**src/dpgbm_map.svh**
```systemverilog
// Offsets, field values and reset values of the dual port gpio bus mux
// What this block does
// - Port A direction bit: 0 input, 1 output
// - Reset clears port A direction register
// - External access turns port A into bus
// - External access clears port A direction register
// - Strap low: port A carries data 7..0
// - Strap high: port A carries address/data 7..0
// - Port B role per bit from function/direction
// - Reset clears port B latch, direction, function
// - Port B pair: input, output, bus, address
// - Separate mode pair 10: data 15..8
// - Multiplexed mode pair 10: address/data 15..8
// - Pair 11: output-only address 15..8
// - Strap selects port B separate or multiplexed
`ifndef DPGBM_MAP_SVH
`define DPGBM_MAP_SVH
// ----------------------------------------
// Register indexes, byte address is four times the index
// ----------------------------------------
`define DPGBM_IDX_PA_LATCH 32'hfffff000
`define DPGBM_IDX_PB_LATCH 32'hfffff001
`define DPGBM_IDX_PA_DIR 32'hfffff002
`define DPGBM_IDX_PB_DIR 32'hfffff004
`define DPGBM_IDX_PB_FUNC 32'hfffff005
`define DPGBM_SEL_MSB 4
`define DPGBM_SEL_LSB 2
// ----------------------------------------
// Reset values and answers
// ----------------------------------------
`define DPGBM_RST_REG 8'h00
`define DPGBM_RESP_OKAY 2'h0
`define DPGBM_RESP_SLVERR 2'h2
`endif

```
**src/dpgbm_pkg.sv**
```systemverilog
// Types and decode functions of the dual port gpio bus mux
`include "dpgbm_map.svh"
package dpgbm_pkg;
	typedef enum logic [3:0] {
		DPGBM_ROLE_IN = 4'h1,
		DPGBM_ROLE_OUT = 4'h2,
		DPGBM_ROLE_BUS = 4'h4,
		DPGBM_ROLE_ADDR = 4'h8
	} dpgbm_role_type;
	typedef enum logic [1:0] {
		DPGBM_BUS_SEPARATE = 2'h1,
		DPGBM_BUS_MUX = 2'h2
	} dpgbm_bus_type;
	// Function/direction pair to pin role
	function automatic dpgbm_role_type dpgbm_role(input logic fc, input logic cr);
		unique case ({fc, cr})
			2'h0: return DPGBM_ROLE_IN;
			2'h1: return DPGBM_ROLE_OUT;
			2'h2: return DPGBM_ROLE_BUS;
			default: return DPGBM_ROLE_ADDR;
		endcase
	endfunction : dpgbm_role
	// Address select bits of a register index
	function automatic logic [2:0] dpgbm_sel(input logic [31:0] idx);
		return idx[2:0];
	endfunction : dpgbm_sel
	function automatic logic dpgbm_mapped(input logic [2:0] sel);
		return sel == dpgbm_sel(`DPGBM_IDX_PA_LATCH) || sel == dpgbm_sel(`DPGBM_IDX_PB_LATCH)
			|| sel == dpgbm_sel(`DPGBM_IDX_PA_DIR) || sel == dpgbm_sel(`DPGBM_IDX_PB_DIR)
			|| sel == dpgbm_sel(`DPGBM_IDX_PB_FUNC);
	endfunction : dpgbm_mapped
endpackage : dpgbm_pkg

```
**src/dpgbm_axil_slave.sv**
```systemverilog
// AXI4-Lite slave front end with 8-bit register strobes
`timescale 1ns/1ns
`include "dpgbm_map.svh"
module dpgbm_axil_slave (
	// Clock and reset
	input wire logic clk_sys,
	input wire logic rstn,
	input wire logic ce,
	// Write channels
	input wire logic [31:0] awaddr,
	input wire logic awvalid,
	output logic awready,
	input wire logic [31:0] wdata,
	input wire logic [3:0] wstrb,
	input wire logic wvalid,
	output logic wready,
	output logic [1:0] bresp,
	output logic bvalid,
	input wire logic bready,
	// Read channels
	input wire logic [31:0] araddr,
	input wire logic arvalid,
	output logic arready,
	output logic [31:0] rdata,
	output logic [1:0] rresp,
	output logic rvalid,
	input wire logic rready,
	// Register side
	output logic wr_stb,
	output logic [2:0] wr_sel,
	output logic [7:0] wr_data,
	output logic [2:0] rd_sel,
	input wire logic [7:0] rd_data
);
	logic [3:0] hold_strb;
	logic do_write;
	assign do_write = !awready && !wready && !bvalid;
	assign wr_stb = do_write && hold_strb[0] && dpgbm_pkg::dpgbm_mapped(wr_sel);
	assign rd_sel = araddr[`DPGBM_SEL_MSB:`DPGBM_SEL_LSB];
	// ----------------------------------------
	// Write address and data, taken in either order
	// ----------------------------------------
	always_ff @(posedge clk_sys or negedge rstn)
	begin
		if (!rstn)
		begin
			awready <= 1'b1;
			wready <= 1'b1;
			wr_sel <= 3'h0;
			wr_data <= 8'h00;
			hold_strb <= 4'h0;
			bvalid <= 1'b0;
			bresp <= `DPGBM_RESP_OKAY;
		end
		else if (ce)
		begin
			if (awready && awvalid)
			begin
				awready <= 1'b0;
				wr_sel <= awaddr[`DPGBM_SEL_MSB:`DPGBM_SEL_LSB];
			end
			if (wready && wvalid)
			begin
				wready <= 1'b0;
				wr_data <= wdata[7:0];
				hold_strb <= wstrb;
			end
			if (do_write)
			begin
				bvalid <= 1'b1;
				bresp <= dpgbm_pkg::dpgbm_mapped(wr_sel) ? `DPGBM_RESP_OKAY : `DPGBM_RESP_SLVERR;
			end
			if (bvalid && bready)
			begin
				bvalid <= 1'b0;
				awready <= 1'b1;
				wready <= 1'b1;
			end
		end
	end
	// ----------------------------------------
	// Read, answered at the edge that takes the address
	// ----------------------------------------
	always_ff @(posedge clk_sys or negedge rstn)
	begin
		if (!rstn)
		begin
			arready <= 1'b1;
			rvalid <= 1'b0;
			rdata <= 32'h00000000;
			rresp <= `DPGBM_RESP_OKAY;
		end
		else if (ce)
		begin
			if (arready && arvalid)
			begin
				arready <= 1'b0;
				rvalid <= 1'b1;
				rdata <= {24'h000000, rd_data};
				rresp <= dpgbm_pkg::dpgbm_mapped(rd_sel) ? `DPGBM_RESP_OKAY : `DPGBM_RESP_SLVERR;
			end
			else if (rvalid && rready)
			begin
				rvalid <= 1'b0;
				arready <= 1'b1;
			end
		end
	end
endmodule : dpgbm_axil_slave

```
**src/dpgbm_pin_mux.sv**
```systemverilog
// Registered pin driver for one 8-bit port
`timescale 1ns/1ns
module dpgbm_pin_mux #(
	parameter int WIDTH = 8
) (
	// Clock and reset
	input wire logic clk_sys,
	input wire logic rstn,
	input wire logic ce,
	// Pin roles and sources
	input wire dpgbm_pkg::dpgbm_role_type role [WIDTH],
	input wire logic [WIDTH-1:0] latch,
	input wire logic [WIDTH-1:0] bus_addr,
	input wire logic [WIDTH-1:0] bus_data,
	input wire logic bus_mux,
	input wire logic ext_access,
	input wire logic ext_addr_phase,
	input wire logic ext_write,
	// Pins
	output logic [WIDTH-1:0] pin_out,
	output logic [WIDTH-1:0] pin_oe
);
	for (genvar i = 0; i < WIDTH; i++)
	begin : g_bit
		always_ff @(posedge clk_sys or negedge rstn)
		begin
			if (!rstn)
			begin
				pin_out[i] <= 1'b0;
				pin_oe[i] <= 1'b0;
			end
			else if (ce)
			begin
				unique case (role[i])
					dpgbm_pkg::DPGBM_ROLE_IN:
					begin
						pin_out[i] <= latch[i];
						pin_oe[i] <= 1'b0;
					end
					dpgbm_pkg::DPGBM_ROLE_OUT:
					begin
						pin_out[i] <= latch[i];
						pin_oe[i] <= 1'b1;
					end
					dpgbm_pkg::DPGBM_ROLE_BUS:
					begin
						if (ext_access && bus_mux && ext_addr_phase)
						begin
							pin_out[i] <= bus_addr[i];
							pin_oe[i] <= 1'b1;
						end
						else
						begin
							pin_out[i] <= bus_data[i];
							pin_oe[i] <= ext_access && ext_write;
						end
					end
					dpgbm_pkg::DPGBM_ROLE_ADDR:
					begin
						pin_out[i] <= bus_addr[i];
						pin_oe[i] <= 1'b1;
					end
				endcase
			end
		end
	end
endmodule : dpgbm_pin_mux

```
**src/dpgbm_top.sv**
```systemverilog
// Top of the dual port gpio bus mux: registers, strap, pins
`timescale 1ns/1ns
`include "dpgbm_map.svh"
module dpgbm_top (
	// Clock, reset, enable
	input wire logic CLK_SYS,
	input wire logic RSTN,
	input wire logic CE,
	// AXI4-Lite write
	input wire logic [31:0] AWADDR,
	input wire logic AWVALID,
	output logic AWREADY,
	input wire logic [31:0] WDATA,
	input wire logic [3:0] WSTRB,
	input wire logic WVALID,
	output logic WREADY,
	output logic [1:0] BRESP,
	output logic BVALID,
	input wire logic BREADY,
	// AXI4-Lite read
	input wire logic [31:0] ARADDR,
	input wire logic ARVALID,
	output logic ARREADY,
	output logic [31:0] RDATA,
	output logic [1:0] RRESP,
	output logic RVALID,
	input wire logic RREADY,
	// External bus controller
	input wire logic BUS_MODE_STRAP,
	input wire logic EXT_ACCESS,
	input wire logic EXT_ADDR_PHASE,
	input wire logic EXT_WRITE,
	input wire logic [15:0] EXT_ADDR,
	input wire logic [15:0] EXT_WDATA,
	output logic [15:0] EXT_RDATA,
	output logic BUS_MODE_MUX,
	// Port A pins
	input wire logic [7:0] PA_IN,
	output logic [7:0] PA_OUT,
	output logic [7:0] PA_OE,
	// Port B pins
	input wire logic [7:0] PB_IN,
	output logic [7:0] PB_OUT,
	output logic [7:0] PB_OE
);
	// ----------------------------------------
	// Registers and state
	// ----------------------------------------
	logic [7:0] pa_latch;
	logic [7:0] pb_latch;
	logic [7:0] pa_dir;
	logic [7:0] pb_dir;
	logic [7:0] pb_func;
	logic strap_done;
	dpgbm_pkg::dpgbm_bus_type bus_mode;
	dpgbm_pkg::dpgbm_role_type pa_role [8];
	dpgbm_pkg::dpgbm_role_type pb_role [8];
	logic wr_stb;
	logic [2:0] wr_sel;
	logic [7:0] wr_data;
	logic [2:0] rd_sel;
	logic [7:0] rd_data;
	logic bus_mux;
	assign bus_mux = bus_mode == dpgbm_pkg::DPGBM_BUS_MUX;

	// Latch for bits in the output role, pin level for all other bits
	function automatic logic [7:0] readback(input logic [7:0] pins, input logic [7:0] latch,
		input logic [7:0] fc, input logic [7:0] cr);
		logic [7:0] r;
		r = pins;
		for (int i = 0; i < 8; i++)
		begin
			if (dpgbm_pkg::dpgbm_role(fc[i], cr[i]) == dpgbm_pkg::DPGBM_ROLE_OUT)
			begin
				r[i] = latch[i];
			end
		end
		return r;
	endfunction : readback

	// ----------------------------------------
	// Bus slave
	// ----------------------------------------
	dpgbm_axil_slave u_slave (
		.clk_sys(CLK_SYS),
		.rstn(RSTN),
		.ce(CE),
		.awaddr(AWADDR),
		.awvalid(AWVALID),
		.awready(AWREADY),
		.wdata(WDATA),
		.wstrb(WSTRB),
		.wvalid(WVALID),
		.wready(WREADY),
		.bresp(BRESP),
		.bvalid(BVALID),
		.bready(BREADY),
		.araddr(ARADDR),
		.arvalid(ARVALID),
		.arready(ARREADY),
		.rdata(RDATA),
		.rresp(RRESP),
		.rvalid(RVALID),
		.rready(RREADY),
		.wr_stb(wr_stb),
		.wr_sel(wr_sel),
		.wr_data(wr_data),
		.rd_sel(rd_sel),
		.rd_data(rd_data)
	);

	// ----------------------------------------
	// Read mux
	// ----------------------------------------
	always_comb
	begin
		rd_data = 8'h00;
		if (rd_sel == dpgbm_pkg::dpgbm_sel(`DPGBM_IDX_PA_LATCH))
		begin
			rd_data = readback(PA_IN, pa_latch, 8'h00, pa_dir);
		end
		else if (rd_sel == dpgbm_pkg::dpgbm_sel(`DPGBM_IDX_PB_LATCH))
		begin
			rd_data = readback(PB_IN, pb_latch, pb_func, pb_dir);
		end
		else if (rd_sel == dpgbm_pkg::dpgbm_sel(`DPGBM_IDX_PA_DIR))
		begin
			rd_data = pa_dir;
		end
		else if (rd_sel == dpgbm_pkg::dpgbm_sel(`DPGBM_IDX_PB_DIR))
		begin
			rd_data = pb_dir;
		end
		else if (rd_sel == dpgbm_pkg::dpgbm_sel(`DPGBM_IDX_PB_FUNC))
		begin
			rd_data = pb_func;
		end
	end

	// ----------------------------------------
	// Port A registers
	// ----------------------------------------
	always_ff @(posedge CLK_SYS or negedge RSTN)
	begin
		if (!RSTN)
		begin
			pa_latch <= `DPGBM_RST_REG;
			pa_dir <= `DPGBM_RST_REG;
		end
		else if (CE)
		begin
			if (wr_stb && wr_sel == dpgbm_pkg::dpgbm_sel(`DPGBM_IDX_PA_LATCH))
			begin
				pa_latch <= wr_data;
			end
			if (EXT_ACCESS)
			begin
				pa_dir <= `DPGBM_RST_REG;
			end
			else if (wr_stb && wr_sel == dpgbm_pkg::dpgbm_sel(`DPGBM_IDX_PA_DIR))
			begin
				pa_dir <= wr_data;
			end
		end
	end

	// ----------------------------------------
	// Port B registers
	// ----------------------------------------
	always_ff @(posedge CLK_SYS or negedge RSTN)
	begin
		if (!RSTN)
		begin
			pb_latch <= `DPGBM_RST_REG;
			pb_dir <= `DPGBM_RST_REG;
			pb_func <= `DPGBM_RST_REG;
		end
		else if (CE && wr_stb)
		begin
			if (wr_sel == dpgbm_pkg::dpgbm_sel(`DPGBM_IDX_PB_LATCH))
			begin
				pb_latch <= wr_data;
			end
			if (wr_sel == dpgbm_pkg::dpgbm_sel(`DPGBM_IDX_PB_DIR))
			begin
				pb_dir <= wr_data;
			end
			if (wr_sel == dpgbm_pkg::dpgbm_sel(`DPGBM_IDX_PB_FUNC))
			begin
				pb_func <= wr_data;
			end
		end
	end

	// ----------------------------------------
	// Bus mode strap, caught at the first enabled edge after reset
	// ----------------------------------------
	always_ff @(posedge CLK_SYS or negedge RSTN)
	begin
		if (!RSTN)
		begin
			strap_done <= 1'b0;
			bus_mode <= dpgbm_pkg::DPGBM_BUS_SEPARATE;
			BUS_MODE_MUX <= 1'b0;
		end
		else if (CE && !strap_done)
		begin
			strap_done <= 1'b1;
			bus_mode <= BUS_MODE_STRAP ? dpgbm_pkg::DPGBM_BUS_MUX : dpgbm_pkg::DPGBM_BUS_SEPARATE;
			BUS_MODE_MUX <= BUS_MODE_STRAP;
		end
	end

	// ----------------------------------------
	// Pin roles and drivers
	// ----------------------------------------
	for (genvar i = 0; i < 8; i++)
	begin : g_role
		assign pa_role[i] = EXT_ACCESS ? dpgbm_pkg::DPGBM_ROLE_BUS
			: dpgbm_pkg::dpgbm_role(1'b0, pa_dir[i]);
		assign pb_role[i] = dpgbm_pkg::dpgbm_role(pb_func[i], pb_dir[i]);
	end

	dpgbm_pin_mux #(
		.WIDTH(8)
	) u_port_a (
		.clk_sys(CLK_SYS),
		.rstn(RSTN),
		.ce(CE),
		.role(pa_role),
		.latch(pa_latch),
		.bus_addr(EXT_ADDR[7:0]),
		.bus_data(EXT_WDATA[7:0]),
		.bus_mux(bus_mux),
		.ext_access(EXT_ACCESS),
		.ext_addr_phase(EXT_ADDR_PHASE),
		.ext_write(EXT_WRITE),
		.pin_out(PA_OUT),
		.pin_oe(PA_OE)
	);

	dpgbm_pin_mux #(
		.WIDTH(8)
	) u_port_b (
		.clk_sys(CLK_SYS),
		.rstn(RSTN),
		.ce(CE),
		.role(pb_role),
		.latch(pb_latch),
		.bus_addr(EXT_ADDR[15:8]),
		.bus_data(EXT_WDATA[15:8]),
		.bus_mux(bus_mux),
		.ext_access(EXT_ACCESS),
		.ext_addr_phase(EXT_ADDR_PHASE),
		.ext_write(EXT_WRITE),
		.pin_out(PB_OUT),
		.pin_oe(PB_OE)
	);

	// ----------------------------------------
	// Read data returned to the bus controller
	// ----------------------------------------
	always_ff @(posedge CLK_SYS or negedge RSTN)
	begin
		if (!RSTN)
		begin
			EXT_RDATA <= 16'h0000;
		end
		else if (CE && EXT_ACCESS && !EXT_WRITE)
		begin
			EXT_RDATA <= {PB_IN, PA_IN};
		end
	end

	// ----------------------------------------
	// Checks
	// ----------------------------------------
	pa_dir_pins_a: assert property (@(posedge CLK_SYS) disable iff (!RSTN)
		CE && !EXT_ACCESS |=> PA_OE == $past(pa_dir))
		else $error("port A enables differ from direction");
	regs_reset_a: assert property (@(posedge CLK_SYS) disable iff (!RSTN)
		!strap_done |-> pa_dir == 8'h00 && pb_dir == 8'h00 && pb_func == 8'h00 && pb_latch == 8'h00)
		else $error("registers not clear after reset");
	ext_dir_clear_a: assert property (@(posedge CLK_SYS) disable iff (!RSTN)
		CE && EXT_ACCESS |=> pa_dir == 8'h00)
		else $error("direction kept during access");
	pa_data_drive_a: assert property (@(posedge CLK_SYS) disable iff (!RSTN)
		CE && EXT_ACCESS && EXT_WRITE && !(bus_mux && EXT_ADDR_PHASE)
		|=> PA_OE == 8'hff && PA_OUT == $past(EXT_WDATA[7:0]))
		else $error("port A not driving write data");
	pa_mux_addr_a: assert property (@(posedge CLK_SYS) disable iff (!RSTN)
		CE && EXT_ACCESS && EXT_ADDR_PHASE && bus_mux
		|=> PA_OE == 8'hff && PA_OUT == $past(EXT_ADDR[7:0]))
		else $error("port A not driving address");
	pa_sep_read_a: assert property (@(posedge CLK_SYS) disable iff (!RSTN)
		CE && EXT_ACCESS && !EXT_WRITE && !bus_mux |=> PA_OE == 8'h00)
		else $error("port A drives during read");
	pb_addr_role_a: assert property (@(posedge CLK_SYS) disable iff (!RSTN)
		CE && pb_func[3] && pb_dir[3] |=> PB_OE[3] && PB_OUT[3] == $past(EXT_ADDR[11]))
		else $error("port B address line wrong");
	pb_gpio_out_a: assert property (@(posedge CLK_SYS) disable iff (!RSTN)
		CE && !pb_func[0] |=> PB_OE[0] == $past(pb_dir[0]) && (!PB_OE[0] || PB_OUT[0] == $past(pb_latch[0])))
		else $error("port B gpio bit wrong");
	pb_sep_data_a: assert property (@(posedge CLK_SYS) disable iff (!RSTN)
		CE && pb_func[6] && !pb_dir[6] && !bus_mux && EXT_ACCESS
		|=> PB_OE[6] == $past(EXT_WRITE) && (!PB_OE[6] || PB_OUT[6] == $past(EXT_WDATA[14])))
		else $error("port B data line wrong");
	pb_mux_addr_a: assert property (@(posedge CLK_SYS) disable iff (!RSTN)
		CE && pb_func[7] && !pb_dir[7] && bus_mux && EXT_ACCESS && EXT_ADDR_PHASE
		|=> PB_OE[7] && PB_OUT[7] == $past(EXT_ADDR[15]))
		else $error("port B address/data line wrong");
	strap_mode_a: assert property (@(posedge CLK_SYS) disable iff (!RSTN)
		$rose(strap_done) |-> BUS_MODE_MUX == $past(BUS_MODE_STRAP) && bus_mux == BUS_MODE_MUX)
		else $error("bus mode not from strap");
	strap_hold_a: assert property (@(posedge CLK_SYS) disable iff (!RSTN)
		strap_done |=> $stable(BUS_MODE_MUX) && $stable(bus_mode))
		else $error("bus mode changed after reset");
	pa_mux_read_a: assert property (@(posedge CLK_SYS) disable iff (!RSTN)
		CE && EXT_ACCESS && !EXT_WRITE && bus_mux && !EXT_ADDR_PHASE |=> PA_OE == 8'h00)
		else $error("port A drives during data read");
	pa_gpio_out_a: assert property (@(posedge CLK_SYS) disable iff (!RSTN)
		CE && !EXT_ACCESS |=> (PA_OUT & PA_OE) == ($past(pa_latch) & PA_OE))
		else $error("port A output differs from latch");
	ext_rdata_cap_a: assert property (@(posedge CLK_SYS) disable iff (!RSTN)
		CE && EXT_ACCESS && !EXT_WRITE |=> EXT_RDATA == {$past(PB_IN), $past(PA_IN)})
		else $error("external read data not captured");
	ce_freeze_a: assert property (@(posedge CLK_SYS) disable iff (!RSTN)
		!CE |=> $stable(PA_OE) && $stable(PA_OUT) && $stable(PB_OE) && $stable(PB_OUT)
			&& $stable(pa_dir) && $stable(EXT_RDATA) && $stable(BVALID) && $stable(RVALID))
		else $error("state moved while clock enable low");

	// Per-bit port B roles
	for (genvar i = 0; i < 8; i++)
	begin : g_pb_check
		pb_in_role_a: assert property (@(posedge CLK_SYS) disable iff (!RSTN)
			CE && !pb_func[i] && !pb_dir[i] |=> !PB_OE[i])
			else $error("port B input bit drives");
		pb_addr_bit_a: assert property (@(posedge CLK_SYS) disable iff (!RSTN)
			CE && pb_func[i] && pb_dir[i] |=> PB_OE[i] && PB_OUT[i] == $past(EXT_ADDR[8 + i]))
			else $error("port B address bit wrong");
		pb_bus_idle_a: assert property (@(posedge CLK_SYS) disable iff (!RSTN)
			CE && pb_func[i] && !pb_dir[i] && !EXT_ACCESS |=> !PB_OE[i])
			else $error("port B bus bit drives while idle");
	end
endmodule : dpgbm_top
```
**config.mk**
```make
export PLATFORM = sky130hd
export DESIGN_NAME = dpgbm_top
export DESIGN_NICKNAME = d
export VERILOG_FILES = /design/src/dpgbm_pkg.sv /design/src/dpgbm_axil_slave.sv /design/src/dpgbm_pin_mux.sv /design/src/dpgbm_top.sv
export VERILOG_INCLUDE_DIRS = /design/src
export SDC_FILE = /design/constraint.sdc
export NUM_CORES = 1
export LEC_CHECK = 0
export ABC_AREA = 1
export BUFFER_PORTS_ARGS = -buffer_cell sky130_fd_sc_hd__buf_2
export CAP_MARGIN = 25
export CORE_MARGIN = 1
export CORE_UTILIZATION = 47
export CTS_CLUSTER_DIAMETER = 100
export DETAILED_ROUTE_END_ITERATION = 8
export PLACE_DENSITY = 0.78
export SYNTH_ARGS = -nofsm -noshare
export SYNTH_HDL_FRONTEND = slang
export SYNTH_HIERARCHICAL = 1
export SYNTH_SLANG_ARGS = --single-unit
```
**constraint.sdc**
```tcl
create_clock -name CLK_SYS -period 1.5 [get_ports CLK_SYS]
set_input_delay 0.225 -clock CLK_SYS [delete_from_list [all_inputs] [get_ports CLK_SYS]]
set_output_delay 0.225 -clock CLK_SYS [all_outputs]
set_load 0.01 [all_outputs]
```
==> metrics <==
status=complete, but fails checks; failing checks=setup timing; io pins=250; Clock Latency Late Sink=between 0.4 and 0.5 ns; H-tree lvl count=4; share of layout cells above drive strength 1=26.28%; placed insts=1475; arrival time of the worst setup path=a little under 2 ns; first-pass GRT wire length=33600 µm; die span in x=roughly 130 µm; Pre-antenna DRT Iters=5; hold crit path type=primary input to flop; CP peak stage delay=0.38 ns; crit-path max FO=8; CTS Buffer Depth=2; VDD IR-drop max=about 0.0010 V; Yosys reg bits=approximately 120; First DRT Iteration DRCs=a little over 600; Initial Util=roughly 48%; commonest non-fill, non-tap cell in the layout=nand2_1; Area Overhead vs Synth=27.40%; clock slew at reported path FFs=~0.060 ns; RSZ-0062 raised after global routing=yes; mapped cell area=0.007622 mm²; # fillers=roughly 1.5k; HPWL Detailed=approximately 15000 µm; Synth Warn #=6; Cell variety after synth=31; Hold Slack=slightly below 0.03 ns; static leakage=slightly above 5 nW; PortBufs=~140; vias per cell=around 5; final period utilization=108.6%; initial antenna violation count=0; CP Class=flop to flop; cells along the critical path=inv_2 -> nand2_2 -> nor2_2 -> nand2_1 -> nor2_2 -> nand2_2 -> buf_6 -> nor3_4 -> nand4_1 -> nand2_1; vias after detailed routing=7579; Pwr Density=about 1500 mW/mm²; CP Capture Type=flop; WL per Instance=roughly 14 µm; CTS tree=built; vias in the first global route=7072; pin count of the biggest net entering global routing=38; Post-DRT Antenna Nets=0; CP delay by family, top=simple AND/OR/NAND/NOR gates; CP Data Required Time=approximately 1.9 ns; pre-CTS setup slack=-0.1836 ns; storage element area=slightly below 0.003 mm²; Synth Instances=1104; RePlAce Congestion=between 0.8 and 0.9; Hold Fails Final Rpt=0; Residual DRC=0; Final Max Tran Viols=0; min setup slack post-route=-0.1284 ns; antenna fix cells=0; Seq/Total Area, Yosys=just under 40%; Die Height=129.4 µm; CTS root buffer=clkbuf_16; Max-Cap Viols=0; row cnt=46; CTS Buf Count=17; Multi-input gate area=just under 0.004 mm²; Syn Area/Cell=about 6.9 µm²; Final nets=around 1.5k; Num Clock Sinks=between 100 and 150; Critical path buffers and inverters=2; Final min period=between 1.5 and 2 ns; Startpoint Class=flop; slowest CP cell=dfrtp_1; Final setup viols=41; most frequent cells in the layout=nand2_1 (223), inv_1 (165), nor2_1 (151); die area=~0.017 mm²; Final Power=roughly 15 mW; gr usage total=between 20% and 30%; Clock Skew=between 0.01 and 0.015 ns; final non-filler cell total=approximately 1.5k; f_max=614.1 MHz; WL final=~22000 µm; Core Region=0.01589 mm²; final core occ=61.13%; grt ovf=0
==> registers in the layout (all words and copies together), names as in the netlist, 3 cells and up <==
register          cells
pb_latch              8
u_port_a/pin_out      8
u_slave/wr_sel        3
u_port_a/pin_oe       8
pa_latch              8
u_port_b/pin_out      8
pb_dir                8
u_slave/wr_data       8
pb_func               8
pa_dir                8
EXT_RDATA            16
u_slave/rdata         8
u_port_b/pin_oe       8
==> final timing paths <==
path                                     start            endpoint  slack (ns)  cells past startpoint
worst max-delay path            u_slave/bvalid           pa_dir[3]       -0.13                     10
worst min-delay path                  WDATA[2]  u_slave/wr_data[2]        0.03                      3
worst max register to register  u_slave/bvalid           pa_dir[3]       -0.13                     10
worst min register to register      strap_done          strap_done        0.45                      2
max in group asynchronous                 RSTN         bus_mode[0]        0.64                      3
min in group asynchronous                 RSTN           pb_dir[7]        0.24                      2
==> worst register-to-register path, stage by stage, from the launching register on <==
cell	delay, ns
dfrtp_1	0.38
inv_2	0.07
nand2_2	0.05
nor2_2	0.10
nand2_1	0.08
nor2_2	0.09
nand2_2	0.10
buf_6	0.16
nor3_4	0.30
nand4_1	0.14
nand2_1	0.10
==> area by class of cell <==
type / count / share of cell area (%)
multi-input combinational: 776 / 40.48
sequential: 118 / 30.54
timing repair buffer: 186 / 12.16
inverter: 193 / 7.473
clock buffer: 18 / 4.420
tap: 216 / 2.783
clock inverter: 14 / 2.139
==> kinds of logic after synthesis <==
family          Yosys count  share of synthesized area, %
flops                   118                         38.81
compound gates          100                         7.945
other cells               2                       0.09853
simple gates            633                         37.49
buf+inv                 251                         15.66
==> routing by layer <==
layer  track usage (%)  wire, µm  vias to the layer above
li1                  -         -                     3769
met1             33.13      8924                     3441
met2             42.60     10230                      321
met3             6.358      1733                       48
met4             12.18       627                        0
met5                 0         0                        -
==> where the power goes <==
group / internal, mW / switching (mW) / leakage, nW
Clock: 2.93 / 1.53 / 0.298
Combinational: 1.87 / 3.16 / 3.31
Sequential: 4.11 / 0.956 / 1.50
Total: 8.91 / 5.65 / 5.11
==> metrics by stage <==
step | setup TNS, ns | cell area [µm²]
after global placement | -1.622 | 8618
final | -2.900 | 9711
after floorplan | -0.04964 | 7770
after detailed placement | -3.696 | 8618
after global routing | -6.542 | 9711
after CTS | -1.286 | 9479
==> cell usage after synthesis <==
cell / count / area (µm²)
nand2_1: 255 / 957.2
inv_1: 167 / 626.9
nor2_1: 160 / 600.6
nand3_1: 147 / 735.7
dfrtp_1: 114 / 2853
o21ai_0: 39 / 195.2
nand4_1: 32 / 200.2
buf_4: 29 / 217.7
o21ai_2: 26 / 227.7
buf_6: 17 / 191.4
o21ai_1: 17 / 85.08
or2_1: 17 / 106.4
a21oi_1: 13 / 65.06
clkinv_1: 13 / 48.80
inv_2: 12 / 45.04
buf_2: 11 / 55.05
nand2_2: 6 / 37.54
a31oi_1: 4 / 25.02
dfstp_2: 4 / 105.1
nand2_4: 4 / 45.04
nor2_8: 4 / 80.08
conb_1: 2 / 7.510
nand3_4: 2 / 35.03
nor2_2: 2 / 12.51
clkbuf_1: 1 / 3.750
clkinv_2: 1 / 5.000
nand3_2: 1 / 10.01
nor2_4: 1 / 11.26
nor3_2: 1 / 10.01
nor3_4: 1 / 16.27
o21a_1: 1 / 7.510
==> repair_timing <==
| action | CTS | global route |
|---|---|---|
| endpoints found under the hold margin | 25 | 0 |
| gates resized for setup | 40 | 63 |
| setup endpoints to repair | 41 | 49 |
| cloned | 3 | 1 |
| hold buffers | 2 | 0 |
| pin swaps | 6 | 15 |
| setup buffers | 5 | 3 |
Power figures use the tool's default switching activity.
